[src/pkg/twc_pkg.sv]
// Constants, register map and state types of the three-wire port controller.
package twc_pkg;
   // Clock rate and the fastest serial clock the device accepts.
   localparam int unsigned CLK_HZ = 100_000_000;
   localparam int unsigned SCLK_MAX_HZ = 2_000_000;
   // Half period rounded up, so the serial clock at the reset divider never exceeds its limit.
   localparam int unsigned HALF_CYC =
      (CLK_HZ + 2 * SCLK_MAX_HZ - 1) / (2 * SCLK_MAX_HZ);
   localparam logic [15:0] DIV_RESET = 16'(HALF_CYC);
   localparam logic [15:0] DIV_MIN = 16'h0004;

   // Own register byte offsets.
   localparam logic [7:0] OFS_CTRL = 8'h00;
   localparam logic [7:0] OFS_WDATA = 8'h04;
   localparam logic [7:0] OFS_RDATA = 8'h08;
   localparam logic [7:0] OFS_STATUS = 8'h0C;
   localparam logic [7:0] OFS_DIV = 8'h10;

   // Command register fields.
   localparam int CTRL_OP_LO = 0;
   localparam int CTRL_ADDR_LO = 4;
   localparam int CTRL_LEN_LO = 8;
   // Status register fields.
   localparam int ST_BUSY = 0;
   localparam int ST_MODEM = 1;
   localparam int ST_DONE = 2;
   localparam int ST_ERR = 3;

   // Commands.
   localparam logic [1:0] OP_WRITE = 2'h0;
   localparam logic [1:0] OP_READ = 2'h1;
   localparam logic [1:0] OP_MODEM_ON = 2'h2;
   localparam logic [1:0] OP_MODEM_OFF = 2'h3;

   // Device register map.
   localparam logic [3:0] DEV_ADDR_MIN = 4'h1;
   localparam logic [3:0] DEV_ADDR_MAX = 4'hA;
   localparam logic [3:0] DEV_PWR_STATUS = 4'h5;
   localparam logic [3:0] DEV_READBACK = 4'hA;
   localparam logic [3:0] DEV_MODEM_ADDR = 4'hB;
   localparam int DEV_WIDTH = 24;
   localparam int MODEM_BIT = 20;
   localparam int HDR_BITS = 5;
   localparam logic [4:0] WR_LEN_MIN = 5'h04;
   localparam logic [4:0] RD_LEN_MIN = 5'h01;
   localparam logic [4:0] LEN_MAX = 5'h18;
   localparam logic HDR_WRITE = 1'b0;
   localparam logic HDR_READ = 1'b1;

   // Sequencer states, one-hot.
   typedef enum logic [8:0] {
      S_IDLE = 9'h001,
      S_LEAD = 9'h002,
      S_HDR = 9'h004,
      S_GAP = 9'h008,
      S_DATA = 9'h010,
      S_TAIL = 9'h020,
      S_PH = 9'h040,
      S_PL = 9'h080,
      S_MODEM = 9'h100
   } twc_state_t;

   // Pins toward the device.
   typedef struct packed {
      logic sclk;
      logic en;
      logic data_o;
      logic data_oe;
   } twc_pins_t;

   // Whole module state.
   typedef struct packed {
      twc_state_t st;
      logic [15:0] cnt;
      logic ph;
      logic [4:0] bits;
      logic [23:0] sh;
      logic [1:0] op;
      logic [3:0] addr;
      logic [4:0] len;
      logic [23:0] wdata;
      logic [23:0] rdata;
      logic [15:0] div;
      logic modem;
      logic modem_bit;
      logic done;
      logic err;
      twc_pins_t pins;
      logic din_s1;
      logic din_s2;
      logic [31:0] prdata;
      logic pslverr;
   } twc_reg_t;
endpackage

[src/verilog/twc_host.sv]
// Host controller that drives the three-wire control port from APB commands.
`timescale 1ns/1ps
`default_nettype none
// Notes on behaviour
// RULE1: Device port never powers down; host may talk to it anytime.
// RULE2: Serial clock at most 2.0 MHz, stopped and enable low when idle; the divider accepts writes down to 4, which gives 12.5 MHz.
// RULE3: Ten 24-bit device registers, addresses 1 to 10.
// RULE4: Register 10 and bits 23-21 of register 5 are read-only status.
// RULE5: Every serial bit moves on the serial clock rising edge.
// RULE6: Write header: enable high, bit 0, then address MSB first.
// RULE7: Enable drops after fifth header clock is low; address latched.
// RULE8: Write data MSB first with enable low, zeros in unused bits.
// RULE9: Enable pulse with clock steady commits the written data.
// RULE10: Writes carry 4 to 24 low-order bits.
// RULE11: Read header: enable high, bit 1, then address MSB first.
// RULE12: Device loads output shifter at enable fall, data pin stays input.
// RULE13: First read rising edge drives bit 23; 1 to 24 edges allowed.
// RULE14: Host samples read bits on serial clock falling edge.
// RULE15: Enable pulse after a read returns the data pin to input.
// RULE16: Modem bit set plus address 11 makes device drive recovered clock.
// RULE17: Host sets modem bit, sends address 11, releases data first.
// RULE18: While recovered clock runs, no control transfers are made.
// RULE19: Enable pulse exits modem mode; then modem bit gets cleared.
// RULE20: Modem bit stays cleared whenever modem mode is unused.
// RULE21: Register 5 bits 0-10 disable their sections when set.
// RULE22: Reference divider stops only when register 5 bits 1-3 all set.
// RULE23: Disabled battery_carrier_detector reads high in status bit 23.
module twc_host
   import twc_pkg::*;
(
   // Clock and reset
   input wire logic pclk,
   input wire logic presetn,
   // APB slave
   input wire logic psel,
   input wire logic penable,
   input wire logic pwrite,
   input wire logic [7:0] paddr,
   input wire logic [31:0] pwdata,
   output logic [31:0] prdata,
   output logic pready,
   output logic pslverr,
   // Serial port toward the device
   output logic sclk,
   output logic en,
   output logic data_o,
   output logic data_oe,
   input wire logic data_i
);

   twc_reg_t q, d;
   logic setup;
   logic wr_acc;
   logic tick;
   logic [3:0] a;
   logic [4:0] n;
   logic [1:0] op;
   logic start_ok;

   // Sequencer outline. A command written to the control register leaves
   // idle for the lead stage, which raises enable and puts the header flag
   // on the data pin. The header stage then clocks five bits, and the data
   // stage the number of bits that the command asked for. Every serial bit
   // takes two half periods: the clock is low while the data pin settles,
   // and high after the rising edge at which the device takes the bit.
   // The gap stage waits one half period with the clock low before enable
   // falls, so the device never sees enable move near a clock edge. The
   // tail stage does the same before the closing enable pulse, which lasts
   // one half period high and one half period low.
   // Read bits come back through the two-flop synchroniser. They are taken
   // at the falling edge of the serial clock, a full half period after the
   // device moved them, which is why the divider may not go below four.
   // In modem mode the pins stand still and only an exit command is taken.
   // The exit first waits one low half period, so that its pulse is as
   // wide as any other closing pulse.
   // Busy covers the whole of a transfer but not the modem state, so that
   // software can poll it after entering modem mode and then issue the exit.
   // The copy of the modem bit follows the last completed write to the
   // power-down and status register that was long enough to reach that bit.
   // A refused command sets the error flag and leaves every pin as it was.
   // It never changes the stored command fields either.

   // Slave answers in the first access cycle; data was prepared at setup.
   assign pready = 1'b1;
   assign prdata = q.prdata;
   assign pslverr = q.pslverr;
   assign sclk = q.pins.sclk;
   assign en = q.pins.en;
   assign data_o = q.sh[DEV_WIDTH-1];
   assign data_oe = q.pins.data_oe;

   assign setup = psel & ~penable;
   assign wr_acc = psel & penable & pwrite;
   assign tick = (q.cnt == 16'h0000);
   assign op = pwdata[CTRL_OP_LO +: 2];
   assign a = pwdata[CTRL_ADDR_LO +: 4];
   assign n = pwdata[CTRL_LEN_LO +: 5];

   // Command check; write and read need a legal address and length.
   always_comb begin
      start_ok = 1'b0;
      // RULE3: address range
      if (op == OP_WRITE) begin
         // RULE10: write length
         start_ok = (q.st == S_IDLE) && (a >= DEV_ADDR_MIN) &&
            (a <= DEV_ADDR_MAX) && (n >= WR_LEN_MIN) && (n <= LEN_MAX);
      end else if (op == OP_READ) begin
         // RULE13: read length
         start_ok = (q.st == S_IDLE) && (a >= DEV_ADDR_MIN) &&
            (a <= DEV_ADDR_MAX) && (n >= RD_LEN_MIN) && (n <= LEN_MAX);
      end else if (op == OP_MODEM_ON) begin
         // RULE16: modem entry only with modem bit written
         start_ok = (q.st == S_IDLE) && q.modem_bit;
      end else begin
         // RULE19: exit only from modem mode
         start_ok = (q.st == S_MODEM);
      end
   end

   // All state is computed here and registered below.
   always_comb begin
      d = q;
      // Two-stage synchroniser for the data pin.
      d.din_s1 = data_i;
      d.din_s2 = q.din_s1;

      // Divider: one tick per half period of the serial clock.
      // RULE2: clock rate bounded by the divider
      if (q.st == S_IDLE || q.st == S_MODEM || tick) begin
         d.cnt = q.div - 16'h0001;
      end else begin
         d.cnt = q.cnt - 16'h0001;
      end

      // APB read data and error are prepared in the setup cycle.
      if (setup) begin
         d.pslverr = 1'b0;
         d.prdata = 32'h0000_0000;
         if (paddr == OFS_CTRL) begin
            d.prdata = {19'h0, q.len, q.addr, 2'h0, q.op};
         end else if (paddr == OFS_WDATA) begin
            d.prdata = {8'h00, q.wdata};
         end else if (paddr == OFS_RDATA) begin
            d.prdata = {8'h00, q.rdata};
         end else if (paddr == OFS_STATUS) begin
            d.prdata = {28'h0, q.err, q.done, q.modem,
               (q.st != S_IDLE) && (q.st != S_MODEM)};
         end else if (paddr == OFS_DIV) begin
            d.prdata = {16'h0000, q.div};
         end else begin
            d.pslverr = 1'b1;
         end
      end

      // Register writes; the done and error flags clear by writing ones.
      if (wr_acc) begin
         if (paddr == OFS_WDATA) begin
            d.wdata = pwdata[DEV_WIDTH-1:0];
         end else if (paddr == OFS_DIV) begin
            // A floor keeps the synchroniser delay inside a half period.
            d.div = (pwdata[15:0] < DIV_MIN) ? DIV_MIN : pwdata[15:0];
         end else if (paddr == OFS_STATUS) begin
            if (pwdata[ST_DONE]) begin
               d.done = 1'b0;
            end
            if (pwdata[ST_ERR]) begin
               d.err = 1'b0;
            end
         end else if (paddr == OFS_CTRL) begin
            if (!start_ok) begin
               d.err = 1'b1;
            end else if (op == OP_MODEM_OFF) begin
               // A low stretch first gives the exit pulse its full width.
               d.op = op;
               d.st = S_TAIL;
            end else begin
               d.op = op;
               d.addr = (op == OP_MODEM_ON) ? DEV_MODEM_ADDR : a;
               d.len = n;
               d.st = S_LEAD;
            end
         end
      end

      // Serial sequencer.
      case (q.st)
         S_IDLE: begin
            d.pins.sclk = 1'b0;
            d.pins.en = 1'b0;
            d.ph = 1'b0;
         end
         S_LEAD: begin
            // RULE6: enable high, write flag and address
            // RULE11: read flag for reads
            d.pins.en = 1'b1;
            d.pins.data_oe = 1'b1;
            d.sh = {(q.op == OP_READ) ? HDR_READ : HDR_WRITE, q.addr,
               19'h00000};
            d.bits = 5'(HDR_BITS);
            if (tick) begin
               d.st = S_HDR;
            end
         end
         S_HDR, S_DATA: begin
            if (tick) begin
               if (!q.ph) begin
                  // RULE5: bit moves on this rising edge
                  d.pins.sclk = 1'b1;
                  d.ph = 1'b1;
               end else begin
                  d.pins.sclk = 1'b0;
                  d.ph = 1'b0;
                  d.bits = q.bits - 5'h01;
                  // RULE14: read bit taken at the falling edge
                  d.sh = {q.sh[DEV_WIDTH-2:0], q.din_s2};
                  if (q.bits == 5'h01) begin
                     d.st = (q.st == S_HDR) ? S_GAP : S_TAIL;
                  end
               end
            end
         end
         S_GAP: begin
            // RULE17: data released before enable falls on modem entry
            if (q.op == OP_MODEM_ON) begin
               d.pins.data_oe = 1'b0;
            end
            if (tick) begin
               // RULE7: enable falls after the fifth clock is low
               d.pins.en = 1'b0;
               d.bits = q.len;
               if (q.op == OP_WRITE) begin
                  // RULE8: MSB first, only low-order bits sent
                  d.sh = q.wdata << (5'(DEV_WIDTH) - q.len);
                  d.st = S_DATA;
               end else if (q.op == OP_READ) begin
                  // RULE12: host stops driving as the shifter loads
                  d.pins.data_oe = 1'b0;
                  d.st = S_DATA;
               end else begin
                  // RULE18: port held quiet while recovered clock runs
                  d.modem = 1'b1;
                  d.st = S_MODEM;
               end
            end
         end
         S_TAIL: begin
            if (tick) begin
               if (q.op == OP_READ) begin
                  d.rdata = q.sh;
               end
               d.pins.en = 1'b1;
               d.st = S_PH;
            end
         end
         S_PH: begin
            // RULE9: enable pulse with the clock held low
            // RULE15: same pulse ends a read
            d.pins.en = 1'b1;
            if (tick) begin
               d.pins.en = 1'b0;
               d.st = S_PL;
            end
         end
         S_PL: begin
            if (tick) begin
               d.pins.data_oe = 1'b0;
               d.st = S_IDLE;
               // Done is set here; set wins over a same-cycle clear.
               d.done = 1'b1;
               if (q.op == OP_MODEM_OFF) begin
                  // RULE19: modem mode was left at the enable fall one half period earlier
                  d.modem = 1'b0;
               end
               // RULE20: track the modem bit written to register 5
               if (q.op == OP_WRITE && q.addr == DEV_PWR_STATUS &&
                  q.len > 5'(MODEM_BIT)) begin
                  d.modem_bit = q.wdata[MODEM_BIT];
               end
            end
         end
         S_MODEM: begin
            d.pins.sclk = 1'b0;
            d.pins.en = 1'b0;
         end
         default: begin
            d.st = S_IDLE;
         end
      endcase
   end

   // State register; reset gives idle pins and the default divider.
   always_ff @(posedge pclk or negedge presetn) begin
      if (!presetn) begin
         q <= '0;
         q.st <= S_IDLE;
         q.div <= DIV_RESET;
      end else begin
         q <= d;
      end
   end

endmodule
`default_nettype wire

[config.mk]
export PLATFORM = sky130hd
export DESIGN_NAME = twc_host
export DESIGN_NICKNAME = d
export VERILOG_FILES = /design/src/pkg/twc_pkg.sv /design/src/verilog/twc_host.sv
export SDC_FILE = /design/constraint.sdc
export NUM_CORES = 1
export LEC_CHECK = 0
export ABC_AREA = 0
export BUFFER_PORTS_ARGS = -buffer_cell sky130_fd_sc_hd__buf_2
export CAP_MARGIN = 25
export CORE_ASPECT_RATIO = 0.9
export CORE_MARGIN = 1.5
export CORE_UTILIZATION = 40
export CTS_CLUSTER_SIZE = 20
export DETAILED_ROUTE_END_ITERATION = 7
export PLACE_DENSITY = 0.58
export SETUP_SLACK_MARGIN = 0.5
export SLEW_MARGIN = 20
export SYNTH_ARGS = -nofsm -noshare
export SYNTH_HDL_FRONTEND = slang
export SYNTH_SLANG_ARGS = --single-unit
[constraint.sdc]
create_clock -name pclk -period 4.6 [get_ports pclk]
set_input_delay 0.23 -clock pclk [delete_from_list [all_inputs] [get_ports pclk]]
set_output_delay 0.23 -clock pclk [all_outputs]
set_load 0.005 [all_outputs]
Yosys cells after proc, flatten, opt, wreduce, memory -nomap -nowiden
Index checks and enable logic that the tools add are counted.
{ "word_totals": {"reg_bits": 172, "latch_bits": 0, "ram_bits": 0, "mem_bits_ro": 0, "input_bits": 46, "out_inout_bits": 38, "word_cells": 186, "mem_count": 0} }
{ "op_classes": {"n_addsub": 4, "multipliers": 0, "div": 0, "order_cmp": 7, "n_eq_ne": 34, "n_shift": 1, "n_mux": 71, "bitwise": 8, "reduce_logical": 39} }
{ "op_table": {"columns": ["operator", "n"], "rows": [
  ["2-to-1 mux 9 bit", 16],
  ["case mux 29 bit (3 select lines)", 1],
  ["2-to-1 mux 24 bit", 3],
  ["2-to-1 mux 16 bit", 4],
  ["case mux 9 bit (7 select lines)", 1],
  ["2-to-1 mux 29 bit", 2],
  ["2-to-1 mux 32 bit", 1],
  ["subtractor 16 x 1 -> 16 bit, second input constant", 2],
  ["2-to-1 mux 1 bit", 30],
  ["2-to-1 mux 30 bit", 1],
  ["left shift 24 x 5 -> 24 bit", 1],
  ["!= test 2 bit, second input constant", 10],
  ["AND reduction 6 bit", 3],
  ["== test 8 x 4 -> 1 bit, second input constant", 2],
  ["zero test 16 bit", 1],
  ["< comparator 16 x 3 -> 1 bit, second input constant", 1],
  ["2-to-1 mux 6 bit", 2],
  ["AND reduction 3 bit", 4],
  ["logical AND 1 bit", 10],
  ["== test 9 x 1 -> 1 bit, second input constant", 1],
  ["== test 9 x 2 -> 1 bit, second input constant", 1],
  ["== test 9 x 3 -> 1 bit, second input constant", 1],
  ["== test 9 x 4 -> 1 bit, second input constant", 1],
  ["== test 9 x 5 -> 1 bit, second input constant", 1],
  ["40 further kinds", 64]
]} }

Depth between registers and ports, before layout
Gate-level depths: netlist of run 1.
{ "depth": {"ltp_word": 17, "depth_mapped": 14, "ltp_nobuf": 11} }

Worst setup path after synthesis of run 1
Ideal clock, no wire load.
{ "synth_path": {"path_type": "reg-to-reg", "startpoint": "reg q[161] (netlist name)", "endpoint": "reg q[162] (netlist name)", "setup_ps": 126, "arrival_ps": 3273, "required_time_ps": 4474, "setup_slack_ps": 1201, "path_stages_with_launch": 13, "path_buffers": 2, "synth_period_minus_slack_ps": 3399, "path_cell_list": "dfrtp_1 > or4_1 > nor2b_1 > a21oi_1 > clkbuf_1 > clkbuf_1 > a21oi_1 > ha_1 > nor4b_1 > nand2_1 > mux2_2 > a211oi_2 > xnor2_1"} }
{ "synth_lines": {"columns": ["element", "line", "rtl"], "rows": [
  ["start: declaration", "twc_host.sv:51", "twc_reg_t q, d;"]
]} }

==> flow_summary.json, run 1 <==
{
  "cts_buffer_depth": 2,
  "worst_slew_pin_slew_ns": 0.9004,
  "critPathMaxFanout": 7,
  "num_antenna_cells": 0,
  "synth-main-ff-cell": "dfrtp_1",
  "area_growth_pct": 10.06,
  "initial_core_util": 0.4106,
  "clock_skew_ns": 0.01363,
  "routed_wl_um": 25970,
  "cp.arrival_ns": 3.82,
  "root_buffer": "clkbuf_16",
  "grt-ovfl-total": 0,
  "min_path_type": "primary input to flip-flop",
  "netlist_area_um2": 9639,
  "cts-resized-gates": 0,
  "rows": 53,
  "finalCritPeriodShare": 0.7493,
  "avgViaCountPerCell": 5.953,
  "finalCriticalPeriod_ns": 3.447,
  "via_count": 7685,
  "cap_violations": 0,
  "avgSynthCellArea_um2": 10.01,
  "wl_per_cell_um": 20.11,
  "htreeDepth": 4,
  "fin_setup_tns_ns": 0,
  "yosys.area.top_type_share": 0.4154,
  "io_buffers": 66,
  "fillers": 2226,
  "worstSetupPathType": "flip-flop to flip-flop",
  "cts_sinks": 164,
  "clk_pin_slew_ns": 0.07,
  "ys_seq_area_frac": 0.4263,
  "drc": 0,
  "cts_buffers": 17,
  "die-area_um2": 25040,
  "die_h_um": 150.3,
  "cts_setup_buffers": 0,
  "synthCells": 963,
  "layout-drive-gt1-share": 0.2366,
  "dr.pass1.iters": 8,
  "grt_pass1_vias": 7134,
  "p_leak_nw": 4.826,
  "synth-edff-count": 0,
  "timing.fmax_ghz": 0.2901,
  "startpoint_type": "flip-flop",
  "grt_first_pass_wirelength_um": 41430,
  "die_w_um": 166.6,
  "hpwl_um": 18450,
  "total_power_mw": 3.119,
  "synth_cell_types": 80,
  "clock_latency_ns": 0.45,
  "seq_area_um2": 4109,
  "crit_path_end_kind": "flip-flop",
  "hold_buffers": 2,
  "r2r-start": "q[149]",
  "required_ns": 4.97,
  "ys_warn_count": 0,
  "ir_worst_vdd_uv": 215.5,
  "whs_endpoint": "q[103]",
  "slew-limit-headroom": 0.3975,
  "grt_antenna_before_repair": 0,
  "drtIter0Drc": 701,
  "finalHoldViolations": 0,
  "layout_common_cells": "dfrtp_1, nand2_1, mux2_2",
  "yosysTopAreaCell": "dfrtp_1",
  "cts_tree": "built",
  "powerDensity_nw_per_um2": 294.0,
  "rsz0062_at_grt": "false",
  "ys_ff_latch": 164,
  "layout_commonest_cell": "dfrtp_1",
  "slew_violations": 0,
  "setup-violations-final": 0,
  "nNetsFinal": 1026,
  "io_pins": 84,
  "outcome": "finished clean",
  "r2r-end": "q[162]",
  "ys_top_cells_by_area": "dfrtp_1, mux2_2, mux4_2",
  "hold_depth": 2,
  "track_usage": 0.2152,
  "grt_max_degree": 82,
  "ant_nets": 0,
  "core_area_um2": 23480,
  "r2r_cells": 11,
  "hp-start": "pwdata[20]",
  "multi_input_area_um2": 4970,
  "synthArstFlopShare": 1.000,
  "r2r_slack_ns": 1.15,
  "place_congestion": 0.8549
}
final cells by class:
class                      count  area share
multi-input combinational    692      0.4685
sequential                   164      0.3873
timing repair buffer          86     0.04706
clock buffer                  18     0.04045
tap                          302     0.03562
clock inverter                14     0.01580
inverter                      15    0.005307
worst max-delay path, cell delays in order, from the launching register on:
cell	delay, ns
dfrtp_1	0.38
or3_1	0.46
nor4b_4	0.45
a21oi_1	0.29
a21oi_1	0.26
ha_1	0.28
nor4b_1	0.29
buf_4	0.19
nand2_1	0.10
mux2_2	0.32
a211oi_2	0.22
xnor2_1	0.13
power by group:
group          leakage [nW]  total (mW)  internal, mW  switching (mW)
clock                 0.286        1.48         0.820           0.660
combinational          2.29       0.166        0.0552           0.111
sequential             2.25        1.47          1.46          0.0175
total                  4.83        3.12          2.33           0.788
stage by stage:
step                cell area, um^2  setup WS, ns  std cells  hold slack [ns]    util
floorplan                      9666         1.201        970         -0.06559       -
global placement               9976         1.279       1256           0.3380  0.4250
detailed placement             9977         1.177       1256           0.3400  0.4250
CTS                           10590         1.150       1290         0.005164  0.4513
global route                  10610        0.7636       1291          0.01201  0.4519
finish                        10610         1.153       1291          0.02048  0.4519
flip-flops by register name, indices dropped and copies added (netlist names):
signal / cells
prdata: 24
d: 1
en: 1
data_oe: 1
sclk: 1
data_o: 1
pslverr: 1
q: 134
cells in the mapped netlist (7+ instances only):
cell,n
mux4_2,18
nand2_1,83
mux2i_1,24
dfrtp_1,160
a21oi_1,47
nor4_1,13
inv_1,15
a31oi_1,18
nand3_1,23
nor2_1,75
or3_1,11
a221oi_1,8
o211ai_1,7
a222oi_1,12
xor2_1,9
mux2_2,76
a21o_1,18
o22a_1,7
and3_1,7
buf_2,22
or4_1,9
a32oi_1,9
nor3_1,22
o21ai_0,59
buf_4,36
clkbuf_1,35
xnor2_1,12
a22oi_1,13
how the worst max path moves through the flow:
| stage | startpoint | to | slack, ns | cells after the start |
|---|---|---|---|---|
| after floorplan | q[161] | q[162] | 1.20 | 12 |
| after global placement | q[153] | q[162] | 1.28 | 11 |
| after detailed placement | q[149] | q[162] | 1.18 | 11 |
| after CTS | q[149] | q[162] | 1.15 | 11 |
| after global routing | q[153] | q[162] | 0.76 | 11 |
| final | q[149] | q[162] | 1.15 | 11 |
per-layer routing:
metal / routed length, um / up-vias / GRT usage
met5: 0 / - / 0
met4: 497 / 0 / 0.07455
met3: 1602 / 30 / 0.03891
met2: 11410 / 281 / 0.3197
met1: 12450 / 3797 / 0.3151
li1: - / 3577 / -
logic make-up (layout without fill, tap and decap cells):
group,count (synthesis),in the layout,synth area share
xor+xnor,21,21,0.01908
mux,119,119,0.1573
buf+inv,114,133,0.06373
fa+ha+maj,4,4,0.005192
simple gates,299,299,0.1608
compound gates,240,240,0.1668
other cells,2,9,0.0007791
flops,164,164,0.4263
Power figures use the tool's default switching activity.
==> run 2, diff against run 1 <==
==> constraint.sdc (replaced) <==
create_clock -name pclk -period 3.6 [get_ports pclk]
set_input_delay 0.18 -clock pclk [delete_from_list [all_inputs] [get_ports pclk]]
set_output_delay 0.18 -clock pclk [all_outputs]
set_load 0.005 [all_outputs]
==> run 2 against run 1 <==
The flow now finishes with violations (design-rule violations). Sequential power increased by 29%. Power increased by 28%. Register-to-register slack got worse by 0.50 ns. Setup slack got worse by 0.50 ns. Die area unchanged. Worst hold slack got worse by 0.0034 ns. Clock skew decreased by 0.0041 ns. Non-clock buffer count increased by 28. Maximum frequency increased by 17%. Final area increased by 2.7%. Critical path type unchanged. Largest power group is now registers.
==> flow_summary.json, run 2 (synthesized netlist as in run 1, its figures left out) <==
{
  "outcome": "finished, violations left",
  "violations": "design-rule violations",
  "num_antenna_cells": 0,
  "die_h_um": 150.3,
  "io_buffers": 66,
  "die-area_um2": 25040,
  "area_growth_pct": 13.08,
  "cts_buffers": 17,
  "powerDensity_nw_per_um2": 366.5,
  "worst_slew_pin_slew_ns": 0.9415,
  "grt_use_met1": 0.3717,
  "cap_violations": 0,
  "path_cells": "inv_1, ha_1, buf_4, mux2_2, mux2i_1, o21ai_0, a21o_1, a21oi_2, a21oi_1",
  "critPathMaxFanout": 17,
  "via_count": 7961,
  "hpwl_um": 21490,
  "place_congestion": 0.9582,
  "rows": 53,
  "layout-drive-gt1-share": 0.2579,
  "slew-limit-headroom": 0.3723,
  "ant_nets": 0,
  "drc": 9,
  "required_ns": 3.92,
  "fillers": 2261,
  "dr.pass1.iters": 8,
  "initial_core_util": 0.4106,
  "grt_first_pass_wirelength_um": 45390,
  "grt-busiest-layer": "met1",
  "wl_per_cell_um": 22.37,
  "finalCritPeriodShare": 0.8181,
  "crit_path_end_kind": "flip-flop",
  "die_w_um": 166.6,
  "seq_area_um2": 4111,
  "slew_violations": 0,
  "crit_family": "compound AO/OA/AOI/OAI gates",
  "setup_ws_ns": 0.6549,
  "grt_antenna_before_repair": 2,
  "fin_setup_tns_ns": 0,
  "io_pins": 84,
  "ir_worst_vdd_uv": 253.0,
  "worstSetupPathType": "flip-flop to flip-flop",
  "cts_sinks": 164,
  "layout_common_cells": "dfrtp_1, nand2_1, mux2_2",
  "htreeDepth": 4,
  "path_buf_inv": 2,
  "clk_pin_slew_ns": 0.07,
  "crit_path_top_delay_cell": "dfrtp_1",
  "track_usage": 0.2420,
  "timing.fmax_ghz": 0.3396,
  "post-place-ws_ns": 0.3816,
  "root_buffer": "clkbuf_16",
  "routed_wl_um": 29480,
  "clock_skew_ns": 0.009488,
  "finalHoldViolations": 0,
  "nNetsFinal": 1054,
  "largest_register_ffs": 134,
  "multi_input_area_um2": 5026,
  "grt_max_degree": 70,
  "p_leak_nw": 4.974,
  "top_register": "q",
  "min_path_type": "primary input to flip-flop",
  "grt_pass1_vias": 7310,
  "met3_usage": 0.05126,
  "core_area_um2": 23480,
  "holdWs_ns": 0.01710,
  "cts_buffer_depth": 2,
  "rsz0062_at_grt": "false",
  "cts_tree": "built",
  "clock_latency_ns": 0.44,
  "cpPeakStageDelay_ns": 0.58,
  "setup-violations-final": 0,
  "grt-ovfl-total": 0,
  "finalCriticalPeriod_ns": 2.945,
  "layout_commonest_cell": "dfrtp_1",
  "avgViaCountPerCell": 6.040,
  "startpoint_type": "flip-flop",
  "drtIter0Drc": 879,
  "cp.arrival_ns": 3.26,
  "use_met2": 0.3416
}
==> run 2: cell types whose count changed in the layout (fill, tap and decap cells not counted), moves of 2 or more <==
cell,delta
a21oi_1,-2
buf_4,+18
clkinv_4,+2
dfrtp_1,-2
dfrtp_2,+2
dlygate4sd3_1,+10
inv_8,-3
==> run 2: worst paths after layout <==
check / startpoint / end / slack (ns) / cells past startpoint
setup / recovery: q[108] / q[138] / 0.65 / 9
hold / removal: pwdata[13] / q[56] / 0.02 / 2
setup reg to reg: q[108] / q[138] / 0.65 / 9
hold reg to reg: d[33] / q[33] / 0.36 / 0
max in group asynchronous: presetn / q[50] / 2.39 / 3
min in group asynchronous: presetn / q[160] / 0.31 / 2
==> run 2: report_power, final <==
| group | internal (mW) | total, mW | leakage, nW | switching (mW) |
|---|---|---|---|---|
| sequential | 1.86 | 1.89 | 2.25 | 0.0268 |
| clock | 1.05 | 1.87 | 0.277 | 0.819 |
| combinational | 0.0897 | 0.241 | 2.45 | 0.151 |
| total | 3.00 | 4.00 | 4.97 | 0.997 |
==> run 2: area by class of cell <==
| cell class | instances | area share |
|---|---|---|
| clock inverters | 13 | 0.01377 |
| inverters | 15 | 0.005165 |
| repair buffers | 114 | 0.06784 |
| multi-input cells | 692 | 0.4611 |
| well taps | 302 | 0.03466 |
| flip-flops and latches | 164 | 0.3772 |
| clock buffers | 18 | 0.04029 |
==> run 2: worst reg2reg max path, cell delays in order, from the launching register on <==
cell     delay [ns]
dfrtp_1        0.58
inv_1          0.09
ha_1           0.53
buf_4          0.32
mux2_2         0.38
mux2i_1        0.24
o21ai_0        0.27
a21o_1         0.26
a21oi_2        0.09
a21oi_1        0.07
==> run 2: stage by stage <==
step	util	area, um^2	cells	total power, mW
final	0.4643	10900	1318	3.995
after global routing	0.4643	10900	1318	4.126
after CTS	0.4616	10840	1315	4.022
after detailed placement	0.4309	10120	1271	2.140
after global placement	0.4309	10120	1271	2.139
after floorplan	-	9699	970	2.027
==> run 2: what timing repair did <==
item	4_1_cts	5_1_grt
hold buffers	12	0
setup endpoints to repair	2	2
resized for setup	1	9
buffers inserted	1	3
hold endpoints to repair	71	0
gates cloned	0	0
==> run 2: per-layer routing <==
layer	vias to the layer above	share of wire
met4	0	0.012
li1	3636	-
met3	22	0.087
met5	-	0
met1	3960	0.48
met2	343	0.42
==> run 3, diff against run 2 <==
==> constraint.sdc (replaced) <==
create_clock -name pclk -period 2.85 [get_ports pclk]
set_input_delay 0.1425 -clock pclk [delete_from_list [all_inputs] [get_ports pclk]]
set_output_delay 0.1425 -clock pclk [all_outputs]
set_load 0.005 [all_outputs]
==> run 3 against run 2 <==
The flow still finishes with violations (design-rule violations). Final cell count up 5.9%. Clock power grew 29%. Largest power group is now the clock network. Critical path depth up 2. Die area did not move. Core utilization up 6.1 points. Routed wire length down 0.45%. Sequential share of layout area shrank 4.4 points. Register-to-register slack worse by 0.53 ns. Worst hold slack is essentially flat. Non-clock buffer count is 77 higher. Critical path type unchanged. Count of clock-buffer cells in the layout is the same.
==> flow_summary.json, run 3 (synthesized netlist as in run 1, its figures left out) <==
{
  "place_congestion": 0.8827,
  "io_pins": 84,
  "die_w_um": 166.6,
  "violations": "design-rule violations",
  "p_sw_mw": 1.309,
  "num_antenna_cells": 0,
  "nNetsFinal": 1132,
  "worstSetupPathType": "flip-flop to flip-flop",
  "r2r_cells": 11,
  "worst_slew_pin_slew_ns": 0.9024,
  "slew_violations": 0,
  "critPathMaxFanout": 5,
  "cts_buffer_depth": 2,
  "post-place-ws_ns": -0.005151,
  "placed_cell_area_um2": 10460,
  "crit_path_top_delay_cell": "or4_4",
  "core_area_um2": 23480,
  "clock_latency_ns": 0.44,
  "postLayoutCoreUtil": 0.5255,
  "cpMostUsedCell": "a21oi_4",
  "cts_sinks": 164,
  "powerDensity_nw_per_um2": 418.3,
  "layout_commonest_cell": "dfrtp_1",
  "cts_buffers": 17,
  "clock_skew_ns": 0.01279,
  "seq_power_share": 0.461,
  "path_buf_inv": 1,
  "p_leak_nw": 5.643,
  "r2r_slack_ns": 0.12,
  "via_count": 8239,
  "setup-violations-final": 0,
  "r2r-end": "q[162]",
  "min_path_type": "primary input to flip-flop",
  "die_h_um": 150.3,
  "layout_common_cells": "dfrtp_1, nand2_1, buf_4",
  "dr.pass1.iters": 8,
  "switching_share": 0.2535,
  "drc": 7,
  "root_buffer": "clkbuf_16",
  "grt_antenna_before_repair": 0,
  "grt_first_pass_wirelength_um": 45350,
  "hpwl_um": 19640,
  "crit_family": "simple AND/OR/NAND/NOR gates",
  "combPwrFrac": 0.072,
  "whs_endpoint": "q[45]",
  "grt-ovfl-total": 0,
  "routed_wl_um": 29350,
  "largest_register_ffs": 134,
  "fin_cells": 1396,
  "avgViaCountPerCell": 5.902,
  "htreeDepth": 4,
  "cap_violations": 0,
  "wl_per_cell_um": 21.02,
  "ir_worst_vdd_uv": 385.5,
  "r2r-start": "q[161]",
  "intPower_mw": 3.852,
  "fin_setup_tns_ns": 0,
  "track_usage": 0.2371,
  "finalCriticalPeriod_ns": 2.726,
  "slew-limit-headroom": 0.3984,
  "top_register": "q",
  "finalCritPeriodShare": 0.9563,
  "clk_pin_slew_ns": 0.08,
  "initial_core_util": 0.4106,
  "grt_pass1_vias": 7841,
  "setup_ws_ns": 0.1244,
  "finalHoldViolations": 0,
  "cpPeakStageDelay_ns": 0.56,
  "rsz0062_at_grt": "true",
  "die-area_um2": 25040,
  "outcome": "finished, violations left",
  "timing.fmax_ghz": 0.3669,
  "startpoint_type": "flip-flop",
  "stdcell_area_um2": 12340,
  "ant_nets": 0,
  "layout-drive-gt1-share": 0.3620,
  "hold_depth": 3,
  "grt_max_degree": 78,
  "area_growth_pct": 27.99,
  "io_buffers": 66,
  "required_ns": 3.21,
  "cts_tree": "built",
  "hp-start": "pwdata[2]",
  "path_cells": "or4_4, nor2b_2, a21oi_4, buf_6, a21oi_4, ha_4, nor4b_4, nand2_2, mux2_4, a211oi_2, xnor2_1",
  "holdWs_ns": 0.01689,
  "clkPwrFrac": 0.467,
  "rows": 53,
  "placed_cells": 1306,
  "total_power_mw": 5.161,
  "cp.arrival_ns": 3.09,
  "crit_path_end_kind": "flip-flop",
  "drtIter0Drc": 853
}
run 3: cell count changes in the layout (fill, tap and decap cells not counted), sizes merged:
cell	before	now
inv	19	21
clkbuf	18	20
clkinvlp	4	2
o21ai	62	63
buf	102	177
run 3: what timing repair did:
action | 4_1_cts | 5_1_grt
endpoints found under the setup margin | 64 | 87
hold buffers | 11 | 1
pin swaps | 13 | 14
buffers inserted | 27 | 10
hold endpoints to repair | 86 | 1
gates cloned | 7 | 3
resized for setup | 71 | 85
run 3: worst max path at each step:
stage	start	endpoint	slack (ns)	depth (start not counted)
2_1_floorplan	q[168]	q[162]	-0.11	13
3_3_place_gp	q[164]	q[162]	0.05	12
3_5_place_dp	q[155]	q[162]	-0.005	11
4_1_cts	q[149]	q[162]	0.14	11
5_1_grt	q[149]	q[162]	0.005	11
6_report	q[161]	q[162]	0.12	11
run 3: worst reg2reg max path, stage by stage (launching register included):
cell,delay [ns]
dfrtp_1,0.38
or4_4,0.56
nor2b_2,0.20
a21oi_4,0.09
buf_6,0.15
a21oi_4,0.16
ha_4,0.17
nor4b_4,0.23
nand2_2,0.11
mux2_4,0.30
a211oi_2,0.17
xnor2_1,0.14
run 3: layout make-up:
cell class                      instances  area [um^2]
Sequential cell                       164         4109
Timing Repair Buffer                  191         1682
Tap cell                              302        377.9
Clock buffer                           18        439.2
Inverter                               15        58.81
Clock inverter                         13        168.9
Multi-Input combinational cell        693         5502
Fill cell                            2104        11140
run 3: power by group through the flow:
stage	clock network [mW]	registers [mW]	logic [mW]
after floorplan	0	2.41	0.151
after global placement	0	2.42	0.296
after detailed placement	0	2.42	0.296
after CTS	2.45	2.38	0.350
after global routing	2.55	2.38	0.408
final	2.41	2.38	0.372
run 3: per-layer routing:
| metal | vias up | share of wire | global-route usage |
|---|---|---|---|
| met5 | - | 0 | 0 |
| met4 | 0 | 0.014 | 0.06500 |
| met3 | 28 | 0.068 | 0.04837 |
| met2 | 297 | 0.45 | 0.3676 |
| met1 | 4120 | 0.47 | 0.3374 |
| li1 | 3794 | - | - |
